===== src/rtl/apem_cfg.svh =====
// apem_cfg.svh: offsets, field positions and counts of the audio port error monitor
// assumes: included by the package, apem_clk_mon and apem_err_mon; apem_sync2 does not include it
`ifndef APEM_CFG_SVH
`define APEM_CFG_SVH

`define APEM_NSER        4
`define APEM_AW          8
`define APEM_GROUP_LAST  5'h1F
`define APEM_CNT_SAT     8'hFF
`define APEM_PRE_ONES    7'h7F
`define APEM_BP_ZERO_BITS 3'h4

`define APEM_OFF_TXCHK   8'h00
`define APEM_OFF_RXCHK   8'h04
`define APEM_OFF_TXSTAT  8'h08
`define APEM_OFF_RXSTAT  8'h0C
`define APEM_OFF_TXINT   8'h10
`define APEM_OFF_RXINT   8'h14
`define APEM_OFF_MUTE    8'h18
`define APEM_OFF_CFG     8'h1C

`define APEM_F_MIN       7:0
`define APEM_F_MAX       15:8
`define APEM_F_PS        18:16
`define APEM_F_SW        19
`define APEM_F_CNT       31:24
`define APEM_F_FLAGS     3:0
`define APEM_F_TXMUTE    3:0
`define APEM_F_RXMUTE    7:4
`define APEM_F_MUTELOW   8
`define APEM_F_INPOLLOW  9
`define APEM_F_INEN      10
`define APEM_F_TDM       0
`define APEM_F_BIPHASE   1
`define APEM_F_RESTART   2
`define APEM_F_FLEN      26:16

`define APEM_ST_XRUN     0
`define APEM_ST_SYNC     1
`define APEM_ST_CKF      2
`define APEM_ST_DMA      3

`endif


===== src/rtl/apem_pkg.sv =====
// apem_pkg: types shared by the audio port error monitor
// assumes: apem_cfg.svh sits on the include path
`include "apem_cfg.svh"
package apem_pkg;

   typedef struct packed {
      logic                   bit_tick;
      logic                   fsync;
      logic                   slot_xfer;
      logic [`APEM_NSER-1:0]  ser_en;
      logic [`APEM_NSER-1:0]  buf_acc;
      logic                   dma_req;
      logic                   dma_acc;
   } apem_dir_in_s;

   typedef struct packed {
      logic [7:0] min_b;
      logic [7:0] max_b;
      logic [2:0] ps;
      logic       sw;
   } apem_chk_s;

   typedef struct packed {
      logic [10:0] pos;
      logic        active;
      logic        wait_rs;
   } apem_frame_s;

   typedef struct packed {
      logic [7:0] run_cnt;
      logic [7:0] count;
      logic [6:0] pre;
      logic [4:0] edges;
      logic       hf_d;
      logic       fail;
   } apem_mon_s;

   typedef struct packed {
      logic [1:0] q;
   } apem_sync_s;

endpackage


===== src/rtl/apem_clk_mon.sv =====
// apem_clk_mon: counts prescaled system clocks over every 32 periods of a serial clock pin
// assumes: bounds come from flops on clk; hf_pin is asynchronous to clk
`timescale 1ns/1ps
`include "apem_cfg.svh"
module apem_clk_mon (
   input  wire logic              clk,
   input  wire logic              arst_n,
   input  wire logic              hf_pin,
   input  wire apem_pkg::apem_chk_s chk,
   output logic [7:0]             count,
   output logic                   fail
);
   import apem_pkg::*;
   apem_mon_s  s_r;
   apem_mon_s  s_nxt;
   logic       hf_s;
   logic       rise;
   logic [6:0] mask;

   apem_sync2 u_sync (.clk(clk), .arst_n(arst_n), .d(hf_pin), .q(hf_s)); // see [RULE_25]

   always_comb begin
      s_nxt      = s_r;
      s_nxt.fail = 1'b0;
      s_nxt.hf_d = hf_s;
      rise       = hf_s & ~s_r.hf_d;
      mask       = ~(`APEM_PRE_ONES << chk.ps);
      s_nxt.pre  = s_r.pre + 7'h01;
      if (((s_r.pre & mask) == mask) && (s_r.run_cnt != `APEM_CNT_SAT)) begin
         s_nxt.run_cnt = s_r.run_cnt + 8'h01;
      end
      if (rise) begin
         s_nxt.edges = s_r.edges + 5'h01;
         if (s_r.edges == `APEM_GROUP_LAST) begin
            s_nxt.count   = s_r.run_cnt;                       // see [RULE_01] see [RULE_02]
            s_nxt.run_cnt = '0;
            s_nxt.pre     = '0;
            if (s_r.run_cnt < chk.min_b) begin
               s_nxt.fail = 1'b1;                              // see [RULE_03] see [RULE_05]
            end
         end
      end
      if (s_r.run_cnt > chk.max_b) begin
         s_nxt.fail = 1'b1;                                    // see [RULE_04] see [RULE_05]
      end
   end

   always_ff @(posedge clk or negedge arst_n) begin
      if (!arst_n) begin
         s_r <= '0;
      end else begin
         s_r <= s_nxt;
      end
   end

   assign count = s_r.count;
   assign fail  = s_r.fail;

   group_latch_a: assert property (@(posedge clk) disable iff (!arst_n) // see [RULE_01]
      (hf_s && !s_r.hf_d && s_r.edges == `APEM_GROUP_LAST)
         |=> (s_r.count == $past(s_r.run_cnt) && s_r.run_cnt == 8'h00))
      else $error("count not latched at group end");

   max_bound_a: assert property (@(posedge clk) disable iff (!arst_n) // see [RULE_04]
      (s_r.run_cnt > chk.max_b) |=> s_r.fail)
      else $error("running count above max not flagged");
endmodule // apem_clk_mon


===== src/rtl/apem_err_mon.sv =====
// apem_err_mon: error detection and management of a multichannel audio serial port
// assumes: link strobes are one-clk pulses from serializer logic on clk;
// serial clock pins and the external mute pin are asynchronous to clk
//
// Contract
// [RULE_01] latch tx count every 32 serial clocks
// [RULE_02] latch rx count every 32 serial clocks
// [RULE_03] latched count below min sets fail
// [RULE_04] running count above max sets fail
// [RULE_05] bounds eight bit, compared unsigned
// [RULE_06] clock fail interrupts only when enabled
// [RULE_07] software releases serial clock divider first
// [RULE_08] software runs startup loop before enabling
// [RULE_09] burst: early sync is unexpected
// [RULE_10] tdm: sync only exactly before slot 0
// [RULE_11] early sync: flag, finish frame, resync later
// [RULE_12] gap after frame: flag, resync next sync
// [RULE_13] late sync detected same in both modes
// [RULE_14] load from unwritten buffer sets underrun
// [RULE_15] underrun once per slot, write one clears
// [RULE_16] biphase underrun sends four zero bit times
// [RULE_17] tdm underrun sends zeros until restart
// [RULE_18] unread buffer overwritten sets overrun
// [RULE_19] overrun sticky until write one clears
// [RULE_20] extra transmit dma words set dma error
// [RULE_21] extra receive dma reads set dma error
// [RULE_22] selected errors or mute input drive mute
// [RULE_23] interrupt only when enable set, flag pollable
// [RULE_24] mute holds until flags cleared, input idle
// [RULE_25] serial clock synchronised before counting
`timescale 1ns/1ps
`include "apem_cfg.svh"
module apem_err_mon (
   input  wire logic                   clk,
   input  wire logic                   arst_n,
   input  wire logic [`APEM_AW-1:0]    reg_addr,
   input  wire logic [31:0]            reg_wdata,
   input  wire logic                   reg_wr,
   input  wire logic                   reg_rd,
   output logic [31:0]                 reg_rdata,
   input  wire logic                   tx_hf_serial_clock,
   input  wire logic                   rx_hf_serial_clock,
   input  wire logic                   external_mute_input,
   input  wire apem_pkg::apem_dir_in_s tx_link,
   input  wire apem_pkg::apem_dir_in_s rx_link,
   output logic                        tx_irq,
   output logic                        rx_irq,
   output logic                        mute_output,
   output logic                        tx_clk_switch,
   output logic                        tx_zero_fill
);
   import apem_pkg::*;

   typedef struct packed {
      apem_chk_s              tx_chk;
      apem_chk_s              rx_chk;
      logic [3:0]             tx_stat;
      logic [3:0]             rx_stat;
      logic [3:0]             tx_ie;
      logic [3:0]             rx_ie;
      logic [3:0]             tx_mute_en;
      logic [3:0]             rx_mute_en;
      logic                   mute_low;
      logic                   in_pol_low;
      logic                   in_en;
      logic                   tdm;
      logic                   biphase;
      logic [10:0]            frame_len;
      apem_frame_s            tx_fr;
      apem_frame_s            rx_fr;
      logic [`APEM_NSER-1:0]  tx_written;
      logic [`APEM_NSER-1:0]  rx_unread;
      logic [2:0]             tx_words;
      logic [2:0]             rx_words;
      logic                   zero_hold;
      logic [2:0]             bp_left;
      logic                   zero_fill;
      logic [31:0]            rdata;
      logic                   tx_irq;
      logic                   rx_irq;
      logic                   mute;
      logic                   clk_switch;
   } apem_state_s;

   apem_state_s st_r;
   apem_state_s st_nxt;
   logic [7:0]  tx_count;
   logic [7:0]  rx_count;
   logic        tx_fail;
   logic        rx_fail;
   logic        ext_mute_s;
   logic        tx_sync_err;
   logic        rx_sync_err;
   logic        tx_undrn;
   logic        rx_ovrn;
   logic        tx_dma_err;
   logic        rx_dma_err;
   logic        ext_act;
   logic        mute_act;
   logic        restart;
   logic [3:0]  tx_clr;
   logic [3:0]  rx_clr;

   apem_clk_mon u_tx_mon (
      .clk    (clk),
      .arst_n (arst_n),
      .hf_pin (tx_hf_serial_clock),
      .chk    (st_r.tx_chk),
      .count  (tx_count),
      .fail   (tx_fail)
   );

   apem_clk_mon u_rx_mon (
      .clk    (clk),
      .arst_n (arst_n),
      .hf_pin (rx_hf_serial_clock),
      .chk    (st_r.rx_chk),
      .count  (rx_count),
      .fail   (rx_fail)
   );

   apem_sync2 u_mute_sync (.clk(clk), .arst_n(arst_n), .d(external_mute_input), .q(ext_mute_s));

   // one bit-clock step of the frame tracker; counts from the frame sync; a sync that
   // comes late is flagged as a gap and the count restarts from that sync
   function automatic apem_frame_s frame_step(input apem_frame_s fr, input logic tick,
                                              input logic fs, input logic [10:0] len,
                                              output logic err);
      apem_frame_s f;
      f   = fr;
      err = 1'b0;
      if (tick) begin
         if (fs) begin
            if (fr.active && (fr.pos != len)) begin
               err       = 1'b1;                               // see [RULE_09] see [RULE_10]
               f.wait_rs = 1'b1;                               // see [RULE_11]
               f.pos     = fr.pos + 11'h001;
            end else begin
               f.active  = 1'b1;
               f.pos     = 11'h001;
               f.wait_rs = 1'b0;
            end
         end else if (fr.active) begin
            if (fr.pos == len) begin
               err      = ~fr.wait_rs;                         // see [RULE_12] see [RULE_13]
               f.active = 1'b0;
            end else begin
               f.pos = fr.pos + 11'h001;
            end
         end
      end
      return f;
   endfunction

   function automatic logic [2:0] ones(input logic [`APEM_NSER-1:0] v);
      logic [2:0] n;
      n = '0;
      for (int i = 0; i < `APEM_NSER; i++) begin
         n = n + {2'b00, v[i]};
      end
      return n;
   endfunction

   // words moved for the current dma request; more than one per enabled serializer is an error
   function automatic logic [2:0] dma_count(input logic [2:0] words, input apem_dir_in_s l,
                                            output logic err);
      logic [2:0] w;
      w   = l.dma_req ? 3'h0 : words;
      err = 1'b0;
      if (l.dma_acc) begin
         err = (w >= ones(l.ser_en));
         if (w != 3'h7) begin
            w = w + 3'h1;
         end
      end
      return w;
   endfunction

   always_comb begin
      st_nxt = st_r;
      restart = reg_wr && (reg_addr == `APEM_OFF_CFG) && reg_wdata[`APEM_F_RESTART];
      tx_clr  = (reg_wr && (reg_addr == `APEM_OFF_TXSTAT)) ? reg_wdata[`APEM_F_FLAGS] : 4'h0;
      rx_clr  = (reg_wr && (reg_addr == `APEM_OFF_RXSTAT)) ? reg_wdata[`APEM_F_FLAGS] : 4'h0;

      st_nxt.tx_fr = frame_step(st_r.tx_fr, tx_link.bit_tick, tx_link.fsync, st_r.frame_len,
                                tx_sync_err);
      st_nxt.rx_fr = frame_step(st_r.rx_fr, rx_link.bit_tick, rx_link.fsync, st_r.frame_len,
                                rx_sync_err);

      // one check per slot transfer
      tx_undrn = tx_link.slot_xfer && |(tx_link.ser_en & ~st_r.tx_written); // see [RULE_14]
      rx_ovrn  = rx_link.slot_xfer && |(rx_link.ser_en & st_r.rx_unread);   // see [RULE_18]
      st_nxt.tx_written = (st_r.tx_written & ~(tx_link.ser_en & {`APEM_NSER{tx_link.slot_xfer}}))
                          | tx_link.buf_acc;
      // new sample overwrites the unread one; shifting never stalls
      st_nxt.rx_unread  = (st_r.rx_unread & ~rx_link.buf_acc)
                          | (rx_link.ser_en & {`APEM_NSER{rx_link.slot_xfer}});

      st_nxt.tx_words = dma_count(st_r.tx_words, tx_link, tx_dma_err); // see [RULE_20]
      st_nxt.rx_words = dma_count(st_r.rx_words, rx_link, rx_dma_err); // see [RULE_21]

      // sticky flags: set wins over a write-one clear in the same cycle
      st_nxt.tx_stat = (st_r.tx_stat & ~tx_clr)                          // see [RULE_15]
                       | {tx_dma_err, tx_fail, tx_sync_err, tx_undrn};
      st_nxt.rx_stat = (st_r.rx_stat & ~rx_clr)                          // see [RULE_19]
                       | {rx_dma_err, rx_fail, rx_sync_err, rx_ovrn};

      // zero fill after underrun: four biphase zero bit times, or zeros until restart in tdm
      if (st_r.bp_left != 3'h0 && tx_link.bit_tick) begin
         st_nxt.bp_left = st_r.bp_left - 3'h1;
      end
      if (tx_undrn && st_r.biphase) begin
         st_nxt.bp_left = `APEM_BP_ZERO_BITS;                            // see [RULE_16]
      end
      if (restart) begin
         st_nxt.zero_hold = 1'b0;
      end else if (tx_undrn && st_r.tdm && !st_r.biphase) begin
         st_nxt.zero_hold = 1'b1;                                        // see [RULE_17]
      end
      st_nxt.zero_fill = st_nxt.zero_hold || (st_nxt.bp_left != 3'h0);

      st_nxt.tx_irq = |(st_nxt.tx_stat & st_r.tx_ie);                    // see [RULE_06] see [RULE_23]
      st_nxt.rx_irq = |(st_nxt.rx_stat & st_r.rx_ie);                    // see [RULE_06] see [RULE_23]

      ext_act  = st_r.in_en && (ext_mute_s ^ st_r.in_pol_low);
      mute_act = ext_act || |(st_r.tx_stat & st_r.tx_mute_en)            // see [RULE_22]
                 || |(st_r.rx_stat & st_r.rx_mute_en);                   // see [RULE_24]
      st_nxt.mute       = mute_act ^ st_r.mute_low;
      st_nxt.clk_switch = st_r.tx_chk.sw && st_r.tx_stat[`APEM_ST_CKF];

      if (reg_wr) begin
         unique case (reg_addr)
            `APEM_OFF_TXCHK: begin
               st_nxt.tx_chk.min_b = reg_wdata[`APEM_F_MIN];
               st_nxt.tx_chk.max_b = reg_wdata[`APEM_F_MAX];
               st_nxt.tx_chk.ps    = reg_wdata[`APEM_F_PS];
               st_nxt.tx_chk.sw    = reg_wdata[`APEM_F_SW];
            end
            `APEM_OFF_RXCHK: begin
               st_nxt.rx_chk.min_b = reg_wdata[`APEM_F_MIN];
               st_nxt.rx_chk.max_b = reg_wdata[`APEM_F_MAX];
               st_nxt.rx_chk.ps    = reg_wdata[`APEM_F_PS];
            end
            `APEM_OFF_TXINT: st_nxt.tx_ie = reg_wdata[`APEM_F_FLAGS];
            `APEM_OFF_RXINT: st_nxt.rx_ie = reg_wdata[`APEM_F_FLAGS];
            `APEM_OFF_MUTE: begin
               st_nxt.tx_mute_en = reg_wdata[`APEM_F_TXMUTE];
               st_nxt.rx_mute_en = reg_wdata[`APEM_F_RXMUTE];
               st_nxt.mute_low   = reg_wdata[`APEM_F_MUTELOW];
               st_nxt.in_pol_low = reg_wdata[`APEM_F_INPOLLOW];
               st_nxt.in_en      = reg_wdata[`APEM_F_INEN];
            end
            `APEM_OFF_CFG: begin
               st_nxt.tdm       = reg_wdata[`APEM_F_TDM];
               st_nxt.biphase   = reg_wdata[`APEM_F_BIPHASE];
               st_nxt.frame_len = reg_wdata[`APEM_F_FLEN];
            end
            default: ;
         endcase
      end

      st_nxt.rdata = '0;
      if (reg_rd) begin
         unique case (reg_addr)
            `APEM_OFF_TXCHK: st_nxt.rdata = {tx_count, 4'h0, st_r.tx_chk.sw, st_r.tx_chk.ps,
                                             st_r.tx_chk.max_b, st_r.tx_chk.min_b};
            `APEM_OFF_RXCHK: st_nxt.rdata = {rx_count, 5'h00, st_r.rx_chk.ps,
                                             st_r.rx_chk.max_b, st_r.rx_chk.min_b};
            `APEM_OFF_TXSTAT: st_nxt.rdata = {28'h000_0000, st_r.tx_stat};
            `APEM_OFF_RXSTAT: st_nxt.rdata = {28'h000_0000, st_r.rx_stat};
            `APEM_OFF_TXINT:  st_nxt.rdata = {28'h000_0000, st_r.tx_ie};
            `APEM_OFF_RXINT:  st_nxt.rdata = {28'h000_0000, st_r.rx_ie};
            `APEM_OFF_MUTE:   st_nxt.rdata = {21'h00_0000, st_r.in_en, st_r.in_pol_low,
                                              st_r.mute_low, st_r.rx_mute_en, st_r.tx_mute_en};
            `APEM_OFF_CFG:    st_nxt.rdata = {5'h00, st_r.frame_len, 12'h000, st_r.zero_fill,
                                              1'b0, st_r.biphase, st_r.tdm};
            default: st_nxt.rdata = '0;
         endcase
      end
   end

   always_ff @(posedge clk or negedge arst_n) begin
      if (!arst_n) begin
         st_r <= '0;
      end else begin
         st_r <= st_nxt;
      end
   end

   assign reg_rdata     = st_r.rdata;
   assign tx_irq        = st_r.tx_irq;
   assign rx_irq        = st_r.rx_irq;
   assign mute_output   = st_r.mute;
   assign tx_clk_switch = st_r.clk_switch;
   assign tx_zero_fill  = st_r.zero_fill;

   underrun_set_a: assert property (@(posedge clk) disable iff (!arst_n) // see [RULE_14]
      (tx_link.slot_xfer && |(tx_link.ser_en & ~st_r.tx_written))
         |=> st_r.tx_stat[`APEM_ST_XRUN])
      else $error("underrun not flagged");

   overrun_sticky_a: assert property (@(posedge clk) disable iff (!arst_n) // see [RULE_19]
      (st_r.rx_stat[`APEM_ST_XRUN] && !(reg_wr && reg_addr == `APEM_OFF_RXSTAT
         && reg_wdata[`APEM_ST_XRUN])) |=> st_r.rx_stat[`APEM_ST_XRUN])
      else $error("overrun flag dropped without clear");

   early_sync_a: assert property (@(posedge clk) disable iff (!arst_n) // see [RULE_11]
      (tx_link.bit_tick && tx_link.fsync && st_r.tx_fr.active
         && st_r.tx_fr.pos != st_r.frame_len)
         |=> (st_r.tx_stat[`APEM_ST_SYNC] && st_r.tx_fr.wait_rs
              && st_r.tx_fr.pos == $past(st_r.tx_fr.pos) + 11'h001))
      else $error("early sync not flagged or frame resynced");

   dma_extra_a: assert property (@(posedge clk) disable iff (!arst_n) // see [RULE_20]
      (tx_link.dma_acc && !tx_link.dma_req && st_r.tx_words >= ones(tx_link.ser_en))
         |=> st_r.tx_stat[`APEM_ST_DMA])
      else $error("extra dma word not flagged");

   irq_gate_a: assert property (@(posedge clk) disable iff (!arst_n) // see [RULE_23]
      (st_r.rx_ie == 4'h0 && $past(st_r.rx_ie) == 4'h0) |-> !st_r.rx_irq)
      else $error("receive interrupt without enable");

   mute_input_a: assert property (@(posedge clk) disable iff (!arst_n) // see [RULE_22]
      (st_r.in_en && (external_mute_input ^ st_r.in_pol_low))[*4]
         |-> (mute_output == !st_r.mute_low))
      else $error("mute input did not drive mute");

   zero_hold_a: assert property (@(posedge clk) disable iff (!arst_n) // see [RULE_17]
      (st_r.zero_hold && !restart) |=> (tx_zero_fill && st_r.zero_hold))
      else $error("tdm zero fill released without restart");
endmodule // apem_err_mon


===== src/rtl/apem_sync2.sv =====
// apem_sync2: two-flop synchroniser for one level from outside the clk domain
// assumes: d may change at any time relative to clk
`timescale 1ns/1ps
module apem_sync2 (
   input  wire logic clk,
   input  wire logic arst_n,
   input  wire logic d,
   output logic      q
);
   import apem_pkg::*;
   apem_sync_s s_r;
   apem_sync_s s_nxt;

   always_comb begin
      s_nxt = {s_r.q[0], d};
   end

   always_ff @(posedge clk or negedge arst_n) begin
      if (!arst_n) begin
         s_r <= '0;
      end else begin
         s_r <= s_nxt;
      end
   end

   assign q = s_r.q[1];
endmodule // apem_sync2


===== config.mk =====
export PLATFORM = sky130hd
export DESIGN_NAME = apem_err_mon
export DESIGN_NICKNAME = d
export VERILOG_FILES = /design/src/rtl/apem_pkg.sv /design/src/rtl/apem_clk_mon.sv /design/src/rtl/apem_err_mon.sv /design/src/rtl/apem_sync2.sv
export VERILOG_INCLUDE_DIRS = /design/src /design/src/rtl
export SDC_FILE = /design/constraint.sdc
export NUM_CORES = 1
export LEC_CHECK = 0
export BUFFER_PORTS_ARGS = -buffer_cell sky130_fd_sc_hd__buf_2
export CAP_MARGIN = 20
export CORE_MARGIN = 2
export CORE_UTILIZATION = 54
export DETAILED_ROUTE_END_ITERATION = 8
export PLACE_DENSITY_LB_ADDON = 0.1
export SLEW_MARGIN = 15
export SYNTH_ARGS = -nofsm -noshare
export SYNTH_HDL_FRONTEND = slang
export SYNTH_SLANG_ARGS = --single-unit

===== constraint.sdc =====
create_clock -name clk -period 1.82 [get_ports clk]
set_clock_uncertainty 0.05 [all_clocks]
set_input_delay 0.364 -clock clk [delete_from_list [all_inputs] [get_ports clk]]
set_output_delay 0.364 -clock clk [all_outputs]
set_load 0.02 [all_outputs]

Word level (Yosys, flattened, before mapping)
Index checks and enable logic that the tools add are counted.
{"block": "op_classes", "add_sub_neg": 17, "magnitude_cmp": 6, "n_eq_ne": 23, "shifts": 2, "mux": 52, "bitwise_logic": 33, "n_reduce_logical": 45}
{"operator": "one-hot mux 32 bit (8 select lines)", "count": 1}
{"operator": "2-to-1 mux 28 bit", "count": 2}
{"operator": "bitwise AND 4 bit", "count": 12}
{"operator": "2-to-1 mux 12 bit", "count": 4}
{"operator": "2-to-1 mux 23 bit", "count": 2}
{"operator": "2-to-1 mux 11 bit", "count": 4}
{"operator": "equality test 8 x 5 -> 1 bit, second input constant", "count": 4}
{"operator": "2-to-1 mux 32 bit", "count": 1}
{"operator": "2-to-1 mux 1 bit", "count": 26}
{"operator": "2-to-1 mux 3 bit", "count": 8}
{"operator": "AND reduction 2 bit", "count": 12}
{"operator": "OR reduction 4 bit", "count": 6}
{"operator": "adder 11 x 1 -> 11 bit, second input constant", "count": 2}
{"operator": "equality test 11 bit", "count": 2}
{"operator": "inequality test 11 bit", "count": 2}
{"operator": "inverter 4 bit", "count": 5}
{"operator": "adder 8 x 1 -> 8 bit, second input constant", "count": 2}
{"operator": "equality test 8 x 4 -> 1 bit, second input constant", "count": 2}
{"operator": "> comparator 8 bit", "count": 2}
{"operator": "logical AND 1 bit", "count": 16}
{"operator": "< comparator 8 bit", "count": 2}
{"operator": "2-to-1 mux 8 bit", "count": 2}
{"operator": "inequality test 8 bit, second input constant", "count": 2}
{"operator": "OR 4 bit", "count": 4}
{"operator": "26 further kinds", "count": 53}
{"block": "word_totals", "reg_bits": 226, "input_bits": 73, "out_inout_bits": 37, "word_cells": 230}

Depth between registers and ports, before layout
Gate-level depths: netlist of the first run.
{"block": "logic_depth", "word_depth": 9, "ltp_mapped": 9, "mapped_depth_nobuf": 9}

Modules after synthesis
Synthesis of the first run repeated with hierarchy kept, for this count alone.
{"block": "unflattened", "cells_unflattened": 1084, "area_unflattened_um2": 11612.4}
{"mod": "apem_err_mon", "n_inst": 1, "cells_each": 688, "area_each_um2": 7853.8, "seq_area_each_um2": 4003.8}
{"mod": "apem_clk_mon", "n_inst": 2, "cells_each": 195, "area_each_um2": 1804.2, "seq_area_each_um2": 750.7}
{"mod": "apem_sync2", "n_inst": 3, "cells_each": 2, "area_each_um2": 50.0, "seq_area_each_um2": 50.0}

Worst setup path after synthesis of the first run
No wires, ideal clock.
{"block": "synth_timing", "path_type": "input to register", "start": "in rx_link[6] (netlist name)", "end": "reg st_r (netlist bit rx_irq)", "setup_ps": 124, "arrival_time_ps": 2217, "t_required_ps": 1646, "setup_slack_ps": -571, "cell_stages": 9, "n_path_buf": 0, "path_cell_list": "fa_1 ha_1 ha_1 inv_1 ha_1 a211oi_1 o2bb2ai_1 a22o_1 a211o_1"}
{"item": "start: declaration", "line": "apem_err_mon.sv:45", "text": "input wire apem_pkg::apem_dir_in_s rx_link,"}
{"item": "end signal: assignment", "line": "apem_err_mon.sv:286", "text": "st_r <= st_nxt;"}
{"item": "end: declaration", "line": "apem_err_mon.sv:85", "text": "apem_state_s st_r;"}

==> results.cfg, run 1 <==
[status]
outcome = complete, but fails checks
failed_checks = setup timing

[global_route]
antenna_found_initial = 1
grt_max_degree = 53
grt_pass1_vias = 8853
overflow = 0
grt_usage_pct = 27.0
grt_pass1_wl_mm = 46.3

[placed_design]
place_inst = 1474
port_buffers = 104
hpwl_mm = 20.6
gp_congestion = 0.912

[floorplanning]
core_area_um2 = 20200
start_util_pct = 54.9
die_area_um2 = 21700
die_h_um = 147
die_w_um = 147
boundaryPins = 110
rows = 52

[power_and_ir_drop]
power_frac_clock_pct = 29.0
p_int_uw = 11300
finalPower_uw = 16600
sw_frac_of_total_pct = 31.9
power.share.sequential_pct = 39.5
vdd_drop_max_uv = 897
comb_power_share_pct = 31.5
pwr_density_cell_nw_per_um2 = 1160
leakagePower_uw = 0.00691
power.net_switching_uw = 5300

[sta]
setup_ws_ns = -0.243
max_slew_margin_pct = 63.4
drv_slew = 0
post-route-period-util_pct = 113
grt_setup_unrepaired = yes
period_needed_ns = 2.06
setup_viol = 26
tightest_slew_ns = 0.550
fmax_mhz = 485
report.final.hold_viol_count = 0

[finish]
area_growth_pct = 29.8
drive_gt1_share_pct = 36.0
multi_input_area_um2 = 5420
nFillCells = 1482
final_cell_count_no_fill = 1539
nets = 1381
seq_area_um2 = 5660

[detailed_routing]
ant_nets = 0
wl_met1_mm = 12.7
route.met2.wl_mm = 13.6
drt_iter0_drc = 543
highest_layer = met4
wirelength_mm = 29.0
routedWlPerCell_um = 18.9
first_pass_iters = 6
dr_total_vias = 8581
vias_per_cell = 5.58
drc = 0
wl_met3_mm = 1.88

[synth]
synth_edf_count = 0
synthTopCellsByArea = dfrtp_1, mux2_2, ha_1
synth_area_per_cell_um2 = 10.8
ys.flop_type = dfrtp_1
ys_seq_elements = 226
syn_area_um2 = 11100
yosys_warnings = 0
synthDistinctLibCells = 59
synth_top_area_share_pct = 51.1
async_reset_ff_share_pct = 100
seq_area_frac_synth_pct = 51.1
synth_top_cell_by_area = dfrtp_1
syn_nets = 1150
synthesis.instances = 1021

[clock_network]
cts_root_buffer = clkbuf_16
cts.sinks = 226
clock_latency_ns = 0.52
clk_pin_slew_ns = 0.06
clock_path_buffers = 3
htreeDepth = 1
cts_tree = built
numCtsBuffers = 24

[setup_path]
worstSetupEndpointType = flip-flop
required_ns = 2.17
startpoint_type = flip-flop
cp_max_fo = 2
worstPathArrival_ns = 2.41
setup.worst_path.class = flip-flop to flip-flop

[flow_run]
maxCapViolCount = 0

[min_path]
hold_path.class = input pin to flip-flop
==> power groups by stage <==
stage,Combinational [µW],Sequential (µW),Clock [µW]
6_report,5240,6560,4820
3_3_place_gp,4280,6580,0
2_1_floorplan,2480,6590,0
4_1_cts,4820,6540,4900
5_1_grt,5830,6660,5110
3_5_place_dp,4420,6590,0
==> what timing repair did <==
action / 4_1_cts / 5_1_grt
pin swaps: 27 / 36
hold endpoints to repair: 46 / 0
setup endpoints to repair: 29 / 45
cloned: 1 / 0
resized for setup: 54 / 64
setup buffers: 7 / 7
hold buffers: 11 / 0
==> critical path, stage by stage (launching register included) <==
cell and delay, ns:
dfrtp_1 0.42, xnor2_2 0.20, nand4_1 0.17, nor3_2 0.28
mux2_4 0.32, a32o_1 0.26, a211o_1 0.25
==> Yosys cell counts, types with 5 or more instances <==
cell      instances
dfrtp_1         226
nand2_1         100
nor2_1           81
mux2_2           70
inv_1            60
ha_1             54
o21ai_0          38
xnor2_1          37
buf_4            32
nand3_1          31
xor2_1           28
a22oi_1          23
and3_1           20
a21oi_1          19
nor2b_1          18
a222oi_1         16
clkbuf_1         15
nand4_1          14
nor4_1           11
nor3_1           10
a21o_1            9
buf_2             9
mux2_1            8
nand2b_1          8
a22o_1            7
and2_1            7
a31oi_1           6
o21a_1            6
a21boi_0          5
==> cell type report <==
class	count	area share, %
repair buffers	263	13.5
clock inverters	4	0.357
flip-flops and latches	226	39.4
diodes	1	0.0174
inverters	60	1.57
clock buffers	38	5.04
well taps	270	2.35
multi-input cells	677	37.7
==> cell usage in the layout (no fill, tap or decap), drive strengths merged, types with 3 or more instances in the layout <==
| master | n |
|---|---|
| buf | 252 |
| a41oi | 3 |
| o21ai | 38 |
| nor3 | 10 |
| nand2 | 101 |
| nand3 | 32 |
| nor2 | 83 |
| inv | 60 |
| o41ai | 3 |
| a22o | 7 |
| a22oi | 23 |
| nor2b | 18 |
| nor4b | 3 |
| a222oi | 16 |
| nor4 | 12 |
| clkbuf | 38 |
| and2 | 7 |
| ha | 54 |
| mux2 | 78 |
| nand4 | 14 |
| xor2 | 28 |
| and3 | 20 |
| xnor2 | 37 |
| nand2b | 8 |
| a31oi | 6 |
| a21oi | 19 |
| or3 | 4 |
| a211oi | 3 |
| o21a | 6 |
| dfrtp | 226 |
| dlygate4sd3 | 11 |
| a21o | 9 |
| a21boi | 5 |
| o22ai | 4 |
| or2 | 3 |
==> metal layers <==
metal | up-vias | GRT usage, %
met5 | - | 0
li1 | 4006 | -
met3 | 68 | 4.53
met4 | 0 | 9.04
met2 | 260 | 42.6
met1 | 4247 | 38.2
==> per-stage QoR <==
stage	cell area [µm²]	setup slack, ns	hold WS (ns)	utilization, %	TNS [ns]
after floorplan	11300	-0.508	0.0184	-	-3.93
after global placement	12900	-0.681	0.236	64.0	-22.00
after detailed placement	12900	-0.714	0.240	64.0	-23.25
after CTS	14100	-0.204	0.00779	69.7	-2.04
after global routing	14400	-0.312	0.0156	71.2	-4.91
final	14400	-0.243	0.0185	71.2	-2.82
==> sequential cells by signal, summed over array words and instances, names as in the netlist <==
signal	flops
u_tx_mon.s_r	21
u_tx_mon.count	8
u_tx_mon.u_sync.s_r	2
u_mute_sync.s_r	2
tx_clk_switch	1
u_rx_mon.count	8
mute_output	1
reg_rdata	32
rx_irq	1
st_r	123
tx_irq	1
u_rx_mon.s_r	21
u_rx_mon.u_sync.s_r	2
tx_zero_fill	1
u_rx_mon.fail	1
u_tx_mon.fail	1
==> final timing paths <==
path / from / endpoint / slack (ns) / cells past startpoint
max: st_r[90]$_DFFE_PN0P_ / rx_irq$_DFF_PN0_ / -0.24 / 6
min: rx_link[3] / st_r[48]$_DFF_PN0_ / 0.02 / 2
max reg2reg: st_r[90]$_DFFE_PN0P_ / rx_irq$_DFF_PN0_ / -0.24 / 6
min reg2reg: u_tx_mon.u_sync.s_r[0]$_DFF_PN0_ / u_tx_mon.u_sync.s_r[1]$_DFF_PN0_ / 0.30 / 0
max in group asynchronous: arst_n / u_tx_mon.s_r[2]$_DFFE_PN0P_ / 0.81 / 3
min in group asynchronous: arst_n / st_r[64]$_DFFE_PN0P_ / 0.28 / 2
==> kinds of logic (layout without fill, tap and decap cells) <==
logic type / count (synthesis) / count (layout) / share of synthesized area (%)
AOI/OAI and AO/OA: 156 / 156 / 9.85
adders and majority gates: 56 / 56 / 6.47
muxes: 80 / 80 / 8.12
DFF: 226 / 226 / 51.1
other: 0 / 1 / 0
xor gates and xnor gates: 65 / 65 / 5.15
and+or+nand+nor: 320 / 320 / 14.0
buffers and inverters: 118 / 365 / 5.26
Note: power is estimated with default switching activity, not from simulation.
==> inputs of run 2 (changes only) <==
--- a/config.mk
+++ b/config.mk
@@ -8,8 +8,10 @@
 export LEC_CHECK = 0
 export BUFFER_PORTS_ARGS = -buffer_cell sky130_fd_sc_hd__buf_2
 export CAP_MARGIN = 20
+export CELL_PAD_IN_SITES_DETAIL_PLACEMENT = 0
+export CELL_PAD_IN_SITES_GLOBAL_PLACEMENT = 1
 export CORE_MARGIN = 2
-export CORE_UTILIZATION = 54
+export CORE_UTILIZATION = 43
 export DETAILED_ROUTE_END_ITERATION = 8
 export PLACE_DENSITY_LB_ADDON = 0.1
 export SLEW_MARGIN = 15
==> results.cfg, run 2 (synthesized netlist as in run 1, its figures left out) <==
[status]
outcome = complete, but fails checks
failed_checks = setup timing

[detailed_routing]
wirelength_mm = 28.8
ant_nets = 0
vias_per_cell = 5.14
routedWlPerCell_um = 17.7
drt_iter0_drc = 546
wl_met3_mm = 1.09
route.met2.wl_mm = 13.5
dr_total_vias = 8365
drc = 0
first_pass_iters = 5
highest_layer = met4
wl_met1_mm = 13.7

[placed_design]
place_area_um2 = 13100
gp_congestion = 0.834
port_buffers = 104
hpwl_mm = 20.9

[sta]
drv_slew = 0
period_needed_ns = 2.16
report.final.hold_viol_count = 0
max_slew_margin_pct = 57.7
totalNegativeSetupSlack_ns = -4.47
setup_viol = 29
tightest_slew_ns = 0.634
fmax_mhz = 464
setup_ws_ns = -0.336
grt_setup_unrepaired = yes
hold_slack_ns = 0.0274
post-route-period-util_pct = 118

[clock_network]
clock_latency_ns = 0.54
cts.sinks = 226
clk_pin_slew_ns = 0.06
cts_root_buffer = clkbuf_16
cts_tree = built
htreeDepth = 1
numCtsBuffers = 26
clock_path_buffers = 3

[power_and_ir_drop]
pwr_density_cell_nw_per_um2 = 1150
power_frac_clock_pct = 31.5
leakagePower_uw = 0.00710
power.net_switching_uw = 5290
comb_power_share_pct = 30.1
sw_frac_of_total_pct = 31.2
power.share.sequential_pct = 38.4
p_int_uw = 11700
vdd_drop_max_uv = 751

[floorplanning]
start_util_pct = 43.8
boundaryPins = 110
die_area_um2 = 27000
core_area_um2 = 25300
rows = 58
die_w_um = 164
die_h_um = 164

[min_path]
hold_path.class = input pin to flip-flop

[finish]
final_area_um2 = 14700
diodes = 0
largest_register_ff_count = 123
final_common_cell = dfrtp_1
mostFrequentLayoutCells = dfrtp_1, buf_4, buf_2
final_util_pct = 58.3
area_growth_pct = 33.1
nets = 1406
top_register = st_r
drive_gt1_share_pct = 36.2

[setup_path]
worstPathArrival_ns = 2.52
setup.worst_path.class = flip-flop to flip-flop
startpoint_type = flip-flop
r2r_slack_ns = -0.34
worstSetupEndpointType = flip-flop
required_ns = 2.18
cp_max_fo = 2

[global_route]
grt_usage_pct = 21.5
grt_max_degree = 54
grt_pass1_vias = 8422
antenna_found_initial = 0
grt_pass1_wl_mm = 45.4
overflow = 0

[flow_run]
maxCapViolCount = 0
==> run 2: changes by cell type in the layout (fill, tap and decap cells not counted), moves of 4 or more <==
cell / previous run / this run
o21ai_0: 15 / 21
buf_4: 121 / 139
o21ai_2: 12 / 2
dlygate4sd3_1: 11 / 17
clkinv_2: 1 / 6
xor2_1: 28 / 24
clkbuf_1: 8 / 2
==> run 2: layer usage <==
layer  GRT usage, %  up-vias
li1               -     4069
met1           31.3     4102
met2           34.4      160
met3           3.04       34
met4           4.74        0
met5              0        -
==> run 2: power by group through the flow <==
stage	sequential, µW	clock (µW)	combinational, µW
after floorplan	6590	0	2480
after global placement	6550	0	4530
after detailed placement	6570	0	4620
after CTS	6500	5480	4860
after global routing	6620	5700	5730
final	6520	5350	5110
==> run 2: path summary, 6_finish.rpt <==
kind                                                     to                             start  depth (start not counted)
max reg2reg                                rx_irq$_DFF_PN0_              st_r[82]$_DFFE_PN0P_                          6
min in group asynchronous                st_r[42]$_DFF_PN0_                            arst_n                          2
max in group asynchronous        u_tx_mon.s_r[27]$_DFF_PN0_                            arst_n                          3
max                                        rx_irq$_DFF_PN0_              st_r[82]$_DFFE_PN0P_                          6
min reg2reg                u_tx_mon.u_sync.s_r[1]$_DFF_PN0_  u_tx_mon.u_sync.s_r[0]$_DFF_PN0_                          0
min                                   st_r[128]$_DFFE_PN0P_                     reg_wdata[11]                          2
==> run 2: area by class of cell <==
cell class | count | area [µm²]
Inverter | 60 | 225
Timing Repair Buffer | 286 | 2130
Sequential cell | 226 | 5660
Clock buffer | 36 | 768
Tap cell | 330 | 413
Clock inverter | 12 | 130
Multi-Input combinational cell | 677 | 5400
Fill cell | 2180 | 10500
==> run 2: critical path: stages, from the launching register on <==
cell and delay [ns]:
dfrtp_1 0.41, xnor2_1 0.19, nand4_1 0.22, nor3_4 0.27, mux2_4 0.32, a32o_2 0.30, a211o_1 0.26
==> run 2: timing repair <==
action                                  in CTS  in global routing
pin swaps                                   29                 34
hold buffers                                17                  0
gates resized for setup                     31                 70
hold endpoints to repair                    48                  0
endpoints found under the setup margin      24                 47
setup buffers                                2                 11
gates cloned                                 0                  1
==> run 2: metrics by stage <==
stage / std cells / setup WS (ns) / power, µW
6_report: 1627 / -0.336 / 17000
5_1_grt: 1627 / -0.402 / 18100
4_1_cts: 1616 / -0.242 / 16800
3_5_place_dp: 1551 / -0.718 / 11200
3_3_place_gp: 1551 / -0.677 / 11100
2_1_floorplan: 1021 / -0.508 / 9070
==> inputs of run 3 (changes only) <==
--- a/config.mk
+++ b/config.mk
@@ -14,6 +14,8 @@
 export CORE_UTILIZATION = 43
 export DETAILED_ROUTE_END_ITERATION = 8
 export PLACE_DENSITY_LB_ADDON = 0.1
+export RECOVER_POWER = 50
+export SKIP_LAST_GASP = 1
 export SLEW_MARGIN = 15
 export SYNTH_ARGS = -nofsm -noshare
 export SYNTH_HDL_FRONTEND = slang
==> results.cfg, run 3 (synthesized netlist as in run 1, its figures left out) <==
[placed_design]
gp_congestion = 0.834
place_inst = 1551
port_buffers = 104
hpwl_mm = 20.9

[sta]
setup_viol = 29
hold_slack_ns = 0.0285
setup_ws_ns = -0.336
period_needed_ns = 2.16
drv_slew = 0
grt_setup_unrepaired = yes
max_slew_margin_pct = 33.4
tightest_slew_ns = 1.00
report.final.hold_viol_count = 0
post-route-period-util_pct = 118
fmax_mhz = 464

[floorplanning]
start_util_pct = 43.8
boundaryPins = 110
die_w_um = 164
rows = 58
die_area_um2 = 27000
die_h_um = 164
core_area_um2 = 25300

[finish]
largest_register_ff_count = 123
nFillCells = 2185
mostFrequentLayoutCells = dfrtp_1, buf_4, buf_2
nets = 1406
final_common_cell = dfrtp_1
diodes = 0
final_cell_count_no_fill = 1627
drive_gt1_share_pct = 36.4
top_register = st_r
area_growth_pct = 32.7

[detailed_routing]
routedWlPerCell_um = 17.7
route.met2.wl_mm = 13.5
ant_nets = 0
drt_iter0_drc = 600
wirelength_mm = 28.8
first_pass_iters = 5
vias_per_cell = 5.15
highest_layer = met4
wl_met3_mm = 1.21
drc = 0
wl_met1_mm = 13.6
dr_total_vias = 8384

[setup_path]
worstSetupEndpointType = flip-flop
path_cells = xnor2_1 -> nand4_1 -> nor3_4 -> mux2_4 -> a32o_2 -> a211o_1
setup.worst_path.class = flip-flop to flip-flop
cp_max_fo = 2
startpoint_type = flip-flop
slowest_stage = dfrtp_1
critPathBufInv = 0
worstPathArrival_ns = 2.52
crit_family = compound AO/OA/AOI/OAI gates
max_stage_delay_ns = 0.41
required_ns = 2.18

[clock_network]
clock_latency_ns = 0.53
cts.sinks = 226
numCtsBuffers = 26
htreeDepth = 1
clock_path_buffers = 3
cts_tree = built
clk_pin_slew_ns = 0.06
cts_root_buffer = clkbuf_16

[status]
outcome = complete, but fails checks
failed_checks = setup timing

[power_and_ir_drop]
vdd_drop_max_uv = 752
pwr_density_cell_nw_per_um2 = 1160
finalPower_uw = 17000
leakagePower_uw = 0.00708

[global_route]
grt_max_degree = 54
grt_usage_pct = 21.5
overflow = 0
grt_pass1_wl_mm = 45.3
antenna_found_initial = 0
grt_pass1_vias = 8409

[min_path]
hold_path.class = input pin to flip-flop

[flow_run]
maxCapViolCount = 0
## run 3: cell types whose count changed in the layout (fill, tap and decap cells not counted), moves of 2 or more
cell      delta
nand2_1      -2
clkbuf_4     +2
nand2_2      +2
o21ai_1      +3
o21ai_0      -4
clkbuf_2     +2
clkbuf_8     +2
buf_12       -3
## run 3: cell type report
class,instances,area [µm²],area share [%]
flip-flops and latches,226,5660,38.5
clock buffers,36,768,5.23
inverters,60,225,1.53
repair buffers,286,2090,14.2
clock inverters,12,130,0.886
multi-input cells,677,5400,36.7
well taps,330,413,2.81
## run 3: what timing repair did
item	CTS	global route
setup endpoints to repair	24	47
pin swaps	29	38
endpoints found under the hold margin	48	0
setup buffers	2	11
cloned	0	1
hold buffers	17	0
gates resized for setup	29	73
## run 3: worst paths after layout
path                                                  startpoint  slack [ns]  depth (start not counted)                               end
min in group asynchronous                                 arst_n        0.49                          2                st_r[41]$_DFF_PN0_
worst max-delay path                        st_r[82]$_DFFE_PN0P_       -0.34                          6                  rx_irq$_DFF_PN0_
worst min register to register  u_tx_mon.u_sync.s_r[0]$_DFF_PN0_        0.30                          0  u_tx_mon.u_sync.s_r[1]$_DFF_PN0_
max in group asynchronous                                 arst_n        0.15                          3        u_tx_mon.s_r[27]$_DFF_PN0_
worst max register to register              st_r[82]$_DFFE_PN0P_       -0.34                          6                  rx_irq$_DFF_PN0_
worst min-delay path                               reg_wdata[11]        0.03                          2             st_r[128]$_DFFE_PN0P_
## run 3: metrics by stage
step           TNS, ns  setup slack, ns  instance area [µm²]  util (%)
2_1_floorplan    -3.93           -0.508                11300         -
3_3_place_gp    -25.78           -0.677                13100      52.0
3_5_place_dp    -25.82           -0.718                13100      52.0
4_1_cts          -2.45           -0.242                14400      56.8
5_1_grt         -13.24           -0.399                14700      58.2
6_report         -4.50           -0.336                14700      58.2
## run 3: report_power, final
group | total (µW) | internal, µW | switching [µW]
Clock | 5340 | 3230 | 2110
Sequential | 6520 | 5830 | 686
Combinational | 5120 | 2610 | 2510
## run 3: layer usage
| layer | vias up | global-route usage (%) |
|---|---|---|
| met2 | 171 | 34.3 |
| met5 | - | 0 |
| li1 | 4070 | - |
| met1 | 4111 | 31.3 |
| met3 | 32 | 3.04 |
| met4 | 0 | 4.74 |
